--- src/hdl/pmu_regs_pkg.sv ---
// Register map, field layout and reset values of the PMU control bank
package pmu_regs_pkg;

  localparam logic [7:0] SYS_MON_OFS = 8'h00;
  localparam logic [7:0] SYS_HIB_OFS = 8'h01;
  localparam logic [7:0] B1_PRI_OFS = 8'h20;
  localparam logic [7:0] B1_SEC_OFS = 8'h21;
  localparam logic [7:0] B1_CTL_OFS = 8'h22;

  // system_monitor_control fields
  localparam int MON_TRST_BIT = 7;
  localparam int MON_RESP_BIT = 6;
  localparam int MON_IEN_BIT = 5;
  localparam int MON_STAT_BIT = 4;
  localparam int MON_THR_LSB = 0;
  // system_hibernate_control fields
  localparam int HIB_FRC_BIT = 6;
  localparam int HIB_RDY_BIT = 1;
  localparam logic [7:0] HIB_SCRATCH_MASK = 8'h0d;
  // buck1_control fields
  localparam int CTL_ON_BIT = 7;
  localparam int CTL_PHASE_BIT = 6;
  localparam int CTL_MODE_BIT = 5;
  localparam int CTL_DLY_LSB = 2;
  localparam int CTL_FIEN_BIT = 1;

  // Reset values; encodings of codes are not given, plain defaults used
  localparam logic [7:0] SYS_MON_RST = 8'h00;
  localparam logic [7:0] SYS_HIB_RST = 8'h00;
  localparam logic [5:0] B1_PRI_RST = 6'h00;
  localparam logic [5:0] B1_SEC_RST = 6'h00;
  localparam logic [7:0] B1_CTL_RST = 8'h00;

  // Writable masks (reserved and read-only bits dropped)
  localparam logic [7:0] SYS_MON_WMASK = 8'hef;
  localparam logic [7:0] SYS_HIB_WMASK = 8'h4f;
  localparam logic [7:0] B1_CTL_WMASK = 8'hfe;

  typedef struct packed {
    logic [7:0] addr;
    logic [7:0] wdata;
    logic wr;
    logic rd;
  } bus_req_s;

  typedef struct packed {
    logic reset_timeout_sel;
    logic supply_irq;
    logic auto_shutdown;
    logic [3:0] supply_threshold_code;
  } monitor_ctl_s;

  typedef struct packed {
    logic enable;
    logic phase_shift;
    logic forced_pwm;
    logic [2:0] turn_on_delay;
    logic [5:0] voltage_code;
    logic fault_irq;
  } buck_ctl_s;

endpackage

--- src/hdl/pmu_system_and_buck_control_regs.sv ---
// Control and status register bank for system monitor and buck1
// How it works
// - Bit 7 of reg 0x00 selects reset timeout
// - Response bit: interrupt if 1, shutdown if 0
// - Monitor interrupt off at reset, enable bit
// - Status bit reads live supply-low comparator
// - Four-bit threshold code drives the monitor
// - Force-on keeps buck1 enabled in hibernate
// - Hibernate-ready flag kept for software to read
// - Scratch bits read/write, cleared on shutdown
// - Primary voltage code used when select low
// - Secondary voltage code used when select high
// - Enable bit turns buck1 on and off
// - Phase bit selects 180 degree shifted switching
// - Mode bit selects forced PWM or power save
// - Three-bit turn-on delay field for sequencing
// - Fault interrupt enable gates buck1 fault interrupts
// - Power loss returns all stored bits to defaults; the status bit stays live
//
// Design decision made here: the address-and-strobe port.
`timescale 1ns/1ps
`default_nettype none

module pmu_system_and_buck_control_regs (
  // Clock and reset
  input wire logic core_clk_in,
  input wire logic rst_n_in,
  // Register port
  input wire logic [7:0] addr_in,
  input wire logic [7:0] wdata_in,
  input wire logic wr_in,
  input wire logic rd_in,
  output logic [7:0] rdata_out,
  // Monitor and system events
  input wire logic supply_low_in,
  input wire logic system_shutdown_in,
  input wire logic hibernate_in,
  input wire logic buck1_fault_in,
  input wire logic voltage_select_pin_in,
  // Monitor outputs
  output logic reset_timeout_sel_out,
  output logic [3:0] supply_threshold_code_out,
  output logic supply_irq_out,
  output logic auto_shutdown_out,
  // Buck1 outputs
  output logic buck1_enable_out,
  output logic buck1_phase_out,
  output logic buck1_forced_pwm_out,
  output logic [2:0] buck1_delay_out,
  output logic [5:0] buck1_vcode_out,
  output logic buck1_fault_irq_out
);

  pmu_regs_pkg::bus_req_s req;
  pmu_regs_pkg::monitor_ctl_s mon;
  pmu_regs_pkg::buck_ctl_s buck;

  logic [7:0] mon_q;
  logic [7:0] hib_q;
  logic [5:0] pri_q;
  logic [5:0] sec_q;
  logic [7:0] ctl_q;
  logic [7:0] mon_d;
  logic [7:0] hib_d;
  logic [5:0] pri_d;
  logic [5:0] sec_d;
  logic [7:0] ctl_d;
  logic [7:0] rdata_q;
  logic [7:0] rdata_d;
  logic [7:0] mon_rd;
  logic [7:0] read_mux;

  wire wr_mon;
  wire wr_hib;
  wire wr_pri;
  wire wr_sec;
  wire wr_ctl;
  wire mapped;

  assign req = '{addr: addr_in, wdata: wdata_in, wr: wr_in, rd: rd_in};

  // Address decode
  assign wr_mon = req.wr && (req.addr == pmu_regs_pkg::SYS_MON_OFS);
  assign wr_hib = req.wr && (req.addr == pmu_regs_pkg::SYS_HIB_OFS);
  assign wr_pri = req.wr && (req.addr == pmu_regs_pkg::B1_PRI_OFS);
  assign wr_sec = req.wr && (req.addr == pmu_regs_pkg::B1_SEC_OFS);
  assign wr_ctl = req.wr && (req.addr == pmu_regs_pkg::B1_CTL_OFS);
  assign mapped = (req.addr == pmu_regs_pkg::SYS_MON_OFS) ||
                  (req.addr == pmu_regs_pkg::SYS_HIB_OFS) ||
                  (req.addr == pmu_regs_pkg::B1_PRI_OFS) ||
                  (req.addr == pmu_regs_pkg::B1_SEC_OFS) ||
                  (req.addr == pmu_regs_pkg::B1_CTL_OFS);

  // Only writable bits take the write
  assign mon_d = wr_mon ? (req.wdata & pmu_regs_pkg::SYS_MON_WMASK)
                        : mon_q;
  assign pri_d = wr_pri ? req.wdata[5:0] : pri_q;
  assign sec_d = wr_sec ? req.wdata[5:0] : sec_q;
  assign ctl_d = wr_ctl ? (req.wdata & pmu_regs_pkg::B1_CTL_WMASK)
                        : ctl_q;

  // Shutdown clears scratch; force-on and ready flag survive it
  always_comb begin
    hib_d = wr_hib ? (req.wdata & pmu_regs_pkg::SYS_HIB_WMASK) : hib_q;
    if (system_shutdown_in) begin
      hib_d = hib_d & ~pmu_regs_pkg::HIB_SCRATCH_MASK;
    end
  end

  // Status bit is live, never stored
  always_comb begin
    mon_rd = mon_q;
    mon_rd[pmu_regs_pkg::MON_STAT_BIT] = supply_low_in;
  end

  // Reserved bits of the voltage registers read as zero
  assign read_mux =
    (req.addr == pmu_regs_pkg::SYS_MON_OFS) ? mon_rd :
    (req.addr == pmu_regs_pkg::SYS_HIB_OFS) ? hib_q :
    (req.addr == pmu_regs_pkg::B1_PRI_OFS) ? {2'h0, pri_q} :
    (req.addr == pmu_regs_pkg::B1_SEC_OFS) ? {2'h0, sec_q} :
    (req.addr == pmu_regs_pkg::B1_CTL_OFS) ? ctl_q : 8'h00;
  assign rdata_d = (req.rd && mapped) ? read_mux : 8'h00;

  // Reset stands for loss of input power or lockout
  always_ff @(posedge core_clk_in) begin
    if (!rst_n_in) begin
      mon_q <= pmu_regs_pkg::SYS_MON_RST;
      hib_q <= pmu_regs_pkg::SYS_HIB_RST;
      pri_q <= pmu_regs_pkg::B1_PRI_RST;
      sec_q <= pmu_regs_pkg::B1_SEC_RST;
      ctl_q <= pmu_regs_pkg::B1_CTL_RST;
      rdata_q <= 8'h00;
    end else begin
      mon_q <= mon_d;
      hib_q <= hib_d;
      pri_q <= pri_d;
      sec_q <= sec_d;
      ctl_q <= ctl_d;
      rdata_q <= rdata_d;
    end
  end

  assign rdata_out = rdata_q;

  // Monitor controls
  assign mon.reset_timeout_sel = mon_q[pmu_regs_pkg::MON_TRST_BIT];
  assign mon.supply_threshold_code =
    mon_q[pmu_regs_pkg::MON_THR_LSB +: 4];
  // Interrupt only in interrupt mode and when enabled
  assign mon.supply_irq = supply_low_in &&
    mon_q[pmu_regs_pkg::MON_RESP_BIT] &&
    mon_q[pmu_regs_pkg::MON_IEN_BIT];
  assign mon.auto_shutdown = supply_low_in &&
    !mon_q[pmu_regs_pkg::MON_RESP_BIT];

  // Buck1 controls; force-on overrides only while hibernating
  assign buck.enable = ctl_q[pmu_regs_pkg::CTL_ON_BIT] ||
    (hibernate_in && hib_q[pmu_regs_pkg::HIB_FRC_BIT]);
  assign buck.phase_shift = ctl_q[pmu_regs_pkg::CTL_PHASE_BIT];
  assign buck.forced_pwm = ctl_q[pmu_regs_pkg::CTL_MODE_BIT];
  assign buck.turn_on_delay = ctl_q[pmu_regs_pkg::CTL_DLY_LSB +: 3];
  assign buck.voltage_code = voltage_select_pin_in ? sec_q : pri_q;
  assign buck.fault_irq = buck1_fault_in &&
    ctl_q[pmu_regs_pkg::CTL_FIEN_BIT];

  assign reset_timeout_sel_out = mon.reset_timeout_sel;
  assign supply_threshold_code_out = mon.supply_threshold_code;
  assign supply_irq_out = mon.supply_irq;
  assign auto_shutdown_out = mon.auto_shutdown;
  assign buck1_enable_out = buck.enable;
  assign buck1_phase_out = buck.phase_shift;
  assign buck1_forced_pwm_out = buck.forced_pwm;
  assign buck1_delay_out = buck.turn_on_delay;
  assign buck1_vcode_out = buck.voltage_code;
  assign buck1_fault_irq_out = buck.fault_irq;

endmodule

`default_nettype wire

--- config.mk ---
export PLATFORM = sky130hd
export DESIGN_NAME = pmu_system_and_buck_control_regs
export DESIGN_NICKNAME = d
export VERILOG_FILES = /design/src/hdl/pmu_regs_pkg.sv /design/src/hdl/pmu_system_and_buck_control_regs.sv
export SDC_FILE = /design/constraint.sdc
export NUM_CORES = 1
export LEC_CHECK = 0
export BUFFER_PORTS_ARGS = -buffer_cell sky130_fd_sc_hd__buf_2
export CORE_ASPECT_RATIO = 0.8
export CORE_UTILIZATION = 47
export CTS_BUF_LIST = sky130_fd_sc_hd__clkbuf_4 sky130_fd_sc_hd__clkbuf_8 sky130_fd_sc_hd__clkbuf_16
export DETAILED_ROUTE_END_ITERATION = 7
export GPL_TIMING_DRIVEN = 0
export HOLD_SLACK_MARGIN = 0.1
export PLACE_DENSITY = 0.76
export REMOVE_ABC_BUFFERS = 1
export SLEW_MARGIN = 20
export SYNTH_ARGS = -nofsm -noshare
export SYNTH_HDL_FRONTEND = slang
export SYNTH_SLANG_ARGS = --single-unit
export TNS_END_PERCENT = 20
--- constraint.sdc ---
create_clock -name core_clk_in -period 1.1 [get_ports core_clk_in]
set_input_delay 0.11 -clock core_clk_in [delete_from_list [all_inputs] [get_ports core_clk_in]]
set_output_delay 0.11 -clock core_clk_in [all_outputs]
set_load 0.02 [all_outputs]
After elaboration in Yosys (flattened, before gate mapping)
Cells that the tools add are included.
W data, S select, Z words.

cells by class
  muxes and demuxes = 7
  add/subtract/negate cells = 0
  shift-type cells = 0
  $lt $le $gt $ge = 0
  $mul = 0
  equality and inequality tests = 4
  bitwise gates (word level) = 1
  div/mod/pow operators = 0
  reductions and logical operators = 20

operators with widths
  cell                  number
  $mux W8               6
  $eq A8 B6 Y1 const B  3
  $logic_and A1 B1 Y1   11
  $eq A8 B1 Y1 const B  1
  $logic_not A8 Y1      1
  $mux W6               1
  $logic_or A1 B1 Y1    5
  $reduce_and A2 Y1     1
  $reduce_or A2 Y1      1
  $logic_not A1 Y1      1
  $not A1 Y1            1

storage, ports and cells
  flip-flop bits (word level) = 42
  bits in latches = 0
  memory bits (read-only) = 0
  memories kept = 0
  bits of input ports = 25
  bits in writable memories = 0

Logic depth before layout (Yosys ltp)
  word-level depth = 7
  mapped depth = 4

Worst setup path before layout
No wires, ideal clock.

  path type = in2reg
  from = input port addr_in[7]
  to = register ctl_q[1]
  cell stages on the path = 4
  data arrival time = 1.098 ns
  setup slack = -0.070 ns
  cell sequence = or3_1 -> nor4b_4 -> buf_6 -> mux2i_1

between the ends
  cells in the longest elaborated chain, start to end = 2

ends and longest elaborated chain
  element                 line                                     text
  start: declaration      pmu_system_and_buck_control_regs.sv:29   input wire logic [7:0] addr_in,
  $eq A8 B6 Y1            pmu_system_and_buck_control_regs.sv:87   assign wr_ctl = req.wr && (req.addr == pmu_regs_pkg::B1_CTL_OFS);
  $logic_and A1 B1 Y1     pmu_system_and_buck_control_regs.sv:87
  end signal: assignment  pmu_system_and_buck_control_regs.sv:132  ctl_q <= pmu_regs_pkg::B1_CTL_RST;
  end signal: assignment  pmu_system_and_buck_control_regs.sv:139  ctl_q <= ctl_d;
  end: declaration        pmu_system_and_buck_control_regs.sv:62   logic [7:0] ctl_q;

Every way passes these cells.
A chain may end at the register's enable or synchronous reset.

Final worst setup path
  from = register pri_q[4]
  to = output port buck1_vcode_out[4]

between the ends
  cells in the longest elaborated chain, start to end = 1

ends and longest elaborated chain
  element                   line                                     text
  start: declaration        pmu_system_and_buck_control_regs.sv:60   logic [5:0] pri_q;
  start signal: assignment  pmu_system_and_buck_control_regs.sv:130  pri_q <= pmu_regs_pkg::B1_PRI_RST;
  start signal: assignment  pmu_system_and_buck_control_regs.sv:137  pri_q <= pri_d;
  $mux W6                   pmu_system_and_buck_control_regs.sv:163  assign buck.voltage_code = voltage_select_pin_in ? sec_q : pri_q;
  end: declaration          pmu_system_and_buck_control_regs.sv:50   output logic [5:0] buck1_vcode_out,

Every way passes these cells.

==> flow_summary.json <==
{
  "status": "finished with violations",
  "violated_checks": "negative setup slack",
  "multiInputGateArea_um2": 1150,
  "grt_first_pass_wirelength_um": 7560,
  "dr_vias": 1712,
  "routedWlPerCell_um": 15.9,
  "first_global_vias": 1541,
  "finClkSkew_ns": 0.00410,
  "min_period_ns": 1.14,
  "finalHoldViolations": 0,
  "period_share": 1.04,
  "vias_cell": 5.40,
  "largest_net_degree_at_the_start_of_global_routing": 39,
  "synth_area_per_cell_um2": 9.63,
  "clock_sinks": 39,
  "synthesis_warnings": 0,
  "timing.final.max_slew_violations": 0,
  "report.final.setup_viol": 6,
  "area.growth.synth_to_final_pct": 32.7,
  "synth-seq-area-share": 0.399,
  "dp_hpwl_um": 3230,
  "detailedRoute.firstIterationViolations": 98,
  "cp_data_arrival_time_ns": 1.03,
  "final_core_util": 0.668,
  "power_mw": 2.68,
  "min_path_type": "input port to flip-flop",
  "max-vdd-ir-drop_uv": 738,
  "crit_required_ns": 0.99,
  "place.port_buffers": 52,
  "number_of_synthesized_flops_with_an_enable_pin": 0,
  "die-width_um": 74.1,
  "area_occupied_by_registers_um2": 797,
  "drt_first_pass_iters": 4,
  "globalRouteOverflowTotal": 0,
  "track_usage": 0.240,
  "final_weighted_congestion_in_routability_driven_placement": 0.838,
  "antenna_found_initial": 0,
  "detail_route.wirelength_um": 5040,
  "powerDensity_nw_per_um2": 1030,
  "boundaryPins": 53,
  "die_area_um2": 4420,
  "floorplan.die.height_um": 59.7,
  "fillerInstances": 324,
  "criticalPathCategory": "flip-flop to output port",
  "clock_transition_at_the_register_clock_pins_on_the_worst_setup_and_hold_paths_after_cts_ns": 0.07,
  "grt_setup_unrepaired": "true",
  "cts_buffers": 5,
  "htree_levels": 2,
  "post_synth_inst_count": 203,
  "worst-path-max-fanout": 3,
  "proportion_of_layout_cells_with_a_drive_suffix_above_1": 0.416,
  "p_leak_nw": 1.25,
  "cts-root-to-sink-buffers": 2,
  "clock_latency_ns": 0.30,
  "setup_slack_ns": -0.0420,
  "max_slew_margin": 0.674,
  "setup.worst_path.start_class": "flip-flop",
  "num_rows": 20,
  "worst-slew-pin-transition_ns": 0.487,
  "maxClockFrequency_ghz": 0.876,
  "top_ff_cell_synth": "sky130_fd_sc_hd__dfxtp_1",
  "drt_drc_violations_left": 0,
  "number_of_synthesized_register_bits": 39,
  "antenna_cells": 0,
  "clock-root-buffer": "sky130_fd_sc_hd__clkbuf_8",
  "max_cap_viol_count": 0,
  "synthesis.area_um2": 1950,
  "ant_nets": 0,
  "tritoncts": "done",
  "initial_core_util": 0.504,
  "ys_async_sr_fraction": 0,
  "final_stage_net_count": 286,
  "coreArea_um2": 3880,
  "setup.worst_path.end_class": "output port",
  "synth_cell_type_count": 37
}
-- path summary, 6_finish.rpt --
path                                  start                  to  slack (ns)  cells after the start
worst max-delay path               pri_q[4]  buck1_vcode_out[4]       -0.04                      2
worst min register to register     hib_q[0]            hib_q[0]        0.47                      2
worst min-delay path            wdata_in[3]            hib_q[3]        0.11                      3
worst max register to register     sec_q[0]        rdata_out[0]        0.04                      2
-- worst max-delay path: stages (launching register included) --
cell and delay (ns):
sky130_fd_sc_hd__dfxtp_2 0.33, sky130_fd_sc_hd__mux2_4 0.27, sky130_fd_sc_hd__buf_6 0.13
-- cell usage after synthesis, types with 5 or more instances --
master | n | area [um^2]
sky130_fd_sc_hd__buf_4 | 8 | 60.1
sky130_fd_sc_hd__and3_1 | 10 | 62.6
sky130_fd_sc_hd__nand4b_1 | 5 | 43.8
sky130_fd_sc_hd__dfxtp_1 | 39 | 781
sky130_fd_sc_hd__mux2i_1 | 31 | 310
sky130_fd_sc_hd__nor2b_1 | 5 | 31.3
sky130_fd_sc_hd__clkbuf_1 | 6 | 22.5
sky130_fd_sc_hd__nand2_1 | 40 | 150
sky130_fd_sc_hd__mux2_2 | 6 | 67.6
-- cell type report --
cell class / count / share of cell area
clock buffer: 7 / 0.0323
clock inverter: 1 / 0.00193
inverter: 2 / 0.00290
multi-input combinational: 144 / 0.444
sequential: 39 / 0.307
tap: 55 / 0.0265
timing repair buffer: 69 / 0.185
-- state kept, by name, summed over array words and instances (netlist names) --
signal,cells
rdata_out,8
ctl_q,7
mon_q,7
pri_q,6
sec_q,6
hib_q,5
-- logic make-up after synthesis --
kind of cell	Yosys count	synth area share
AOI/OAI and AO/OA	24	0.0903
buffers and inverters	20	0.0583
DFF	39	0.399
muxes	38	0.205
and+or+nand+nor	82	0.247
-- power by group --
part           switching (mW)  internal, mW  total, mW
sequential            0.00105          1.41       1.41
combinational           0.163         0.116      0.279
clock                   0.496         0.494      0.990
-- placed cells by master (no fill, tap or decap), types with 2 or more instances in the layout --
cell / instances
sky130_fd_sc_hd__a2bb2oi_1: 2
sky130_fd_sc_hd__buf_8: 2
sky130_fd_sc_hd__mux2_4: 5
sky130_fd_sc_hd__nor2b_1: 4
sky130_fd_sc_hd__clkbuf_8: 5
sky130_fd_sc_hd__nand2_1: 40
sky130_fd_sc_hd__mux2i_1: 31
sky130_fd_sc_hd__o41ai_2: 3
sky130_fd_sc_hd__nand4_4: 2
sky130_fd_sc_hd__nand2b_1: 3
sky130_fd_sc_hd__buf_4: 15
sky130_fd_sc_hd__buf_6: 9
sky130_fd_sc_hd__nor2_1: 3
sky130_fd_sc_hd__dfxtp_2: 13
sky130_fd_sc_hd__and3_1: 9
sky130_fd_sc_hd__buf_2: 38
sky130_fd_sc_hd__clkbuf_4: 4
sky130_fd_sc_hd__a32o_1: 2
sky130_fd_sc_hd__dfxtp_1: 26
sky130_fd_sc_hd__a221oi_1: 4
sky130_fd_sc_hd__a21oi_1: 4
sky130_fd_sc_hd__dlygate4sd3_1: 3
sky130_fd_sc_hd__o21ai_0: 4
sky130_fd_sc_hd__nor3_1: 4
sky130_fd_sc_hd__nand4b_1: 5
sky130_fd_sc_hd__inv_1: 2
sky130_fd_sc_hd__a21o_1: 4
-- stage by stage --
step	setup WS (ns)	instance area, um^2	setup TNS, ns	hold WS (ns)	cells
6_report	-0.0420	2590	-0.218	0.114	317
3_3_place_gp	-1.17	2180	-35.11	0.373	292
4_1_cts	-0.0833	2410	-0.578	0.106	311
3_5_place_dp	-1.22	2180	-36.68	0.376	292
2_1_floorplan	-0.489	1850	-10.81	0.189	185
5_1_grt	-0.0761	2590	-0.457	0.116	317
-- layer usage --
layer | global-route usage | vias up | share of wire
met1 | 0.340 | 791 | 0.48
met5 | 0 | - | 0
met4 | 0.115 | 0 | 0.017
met3 | 0.0523 | 9 | 0.075
met2 | 0.347 | 73 | 0.43
li1 | - | 839 | -
-- timing repair --
action | in CTS | in global routing
buffers inserted | 8 | 6
endpoints found under the hold margin | 4 | 0
endpoints found under the setup margin | 45 | 27
hold buffers | 3 | 0
pin swaps | 2 | 5
gates resized for setup | 12 | 48
(Power assumes the default switching activity.)
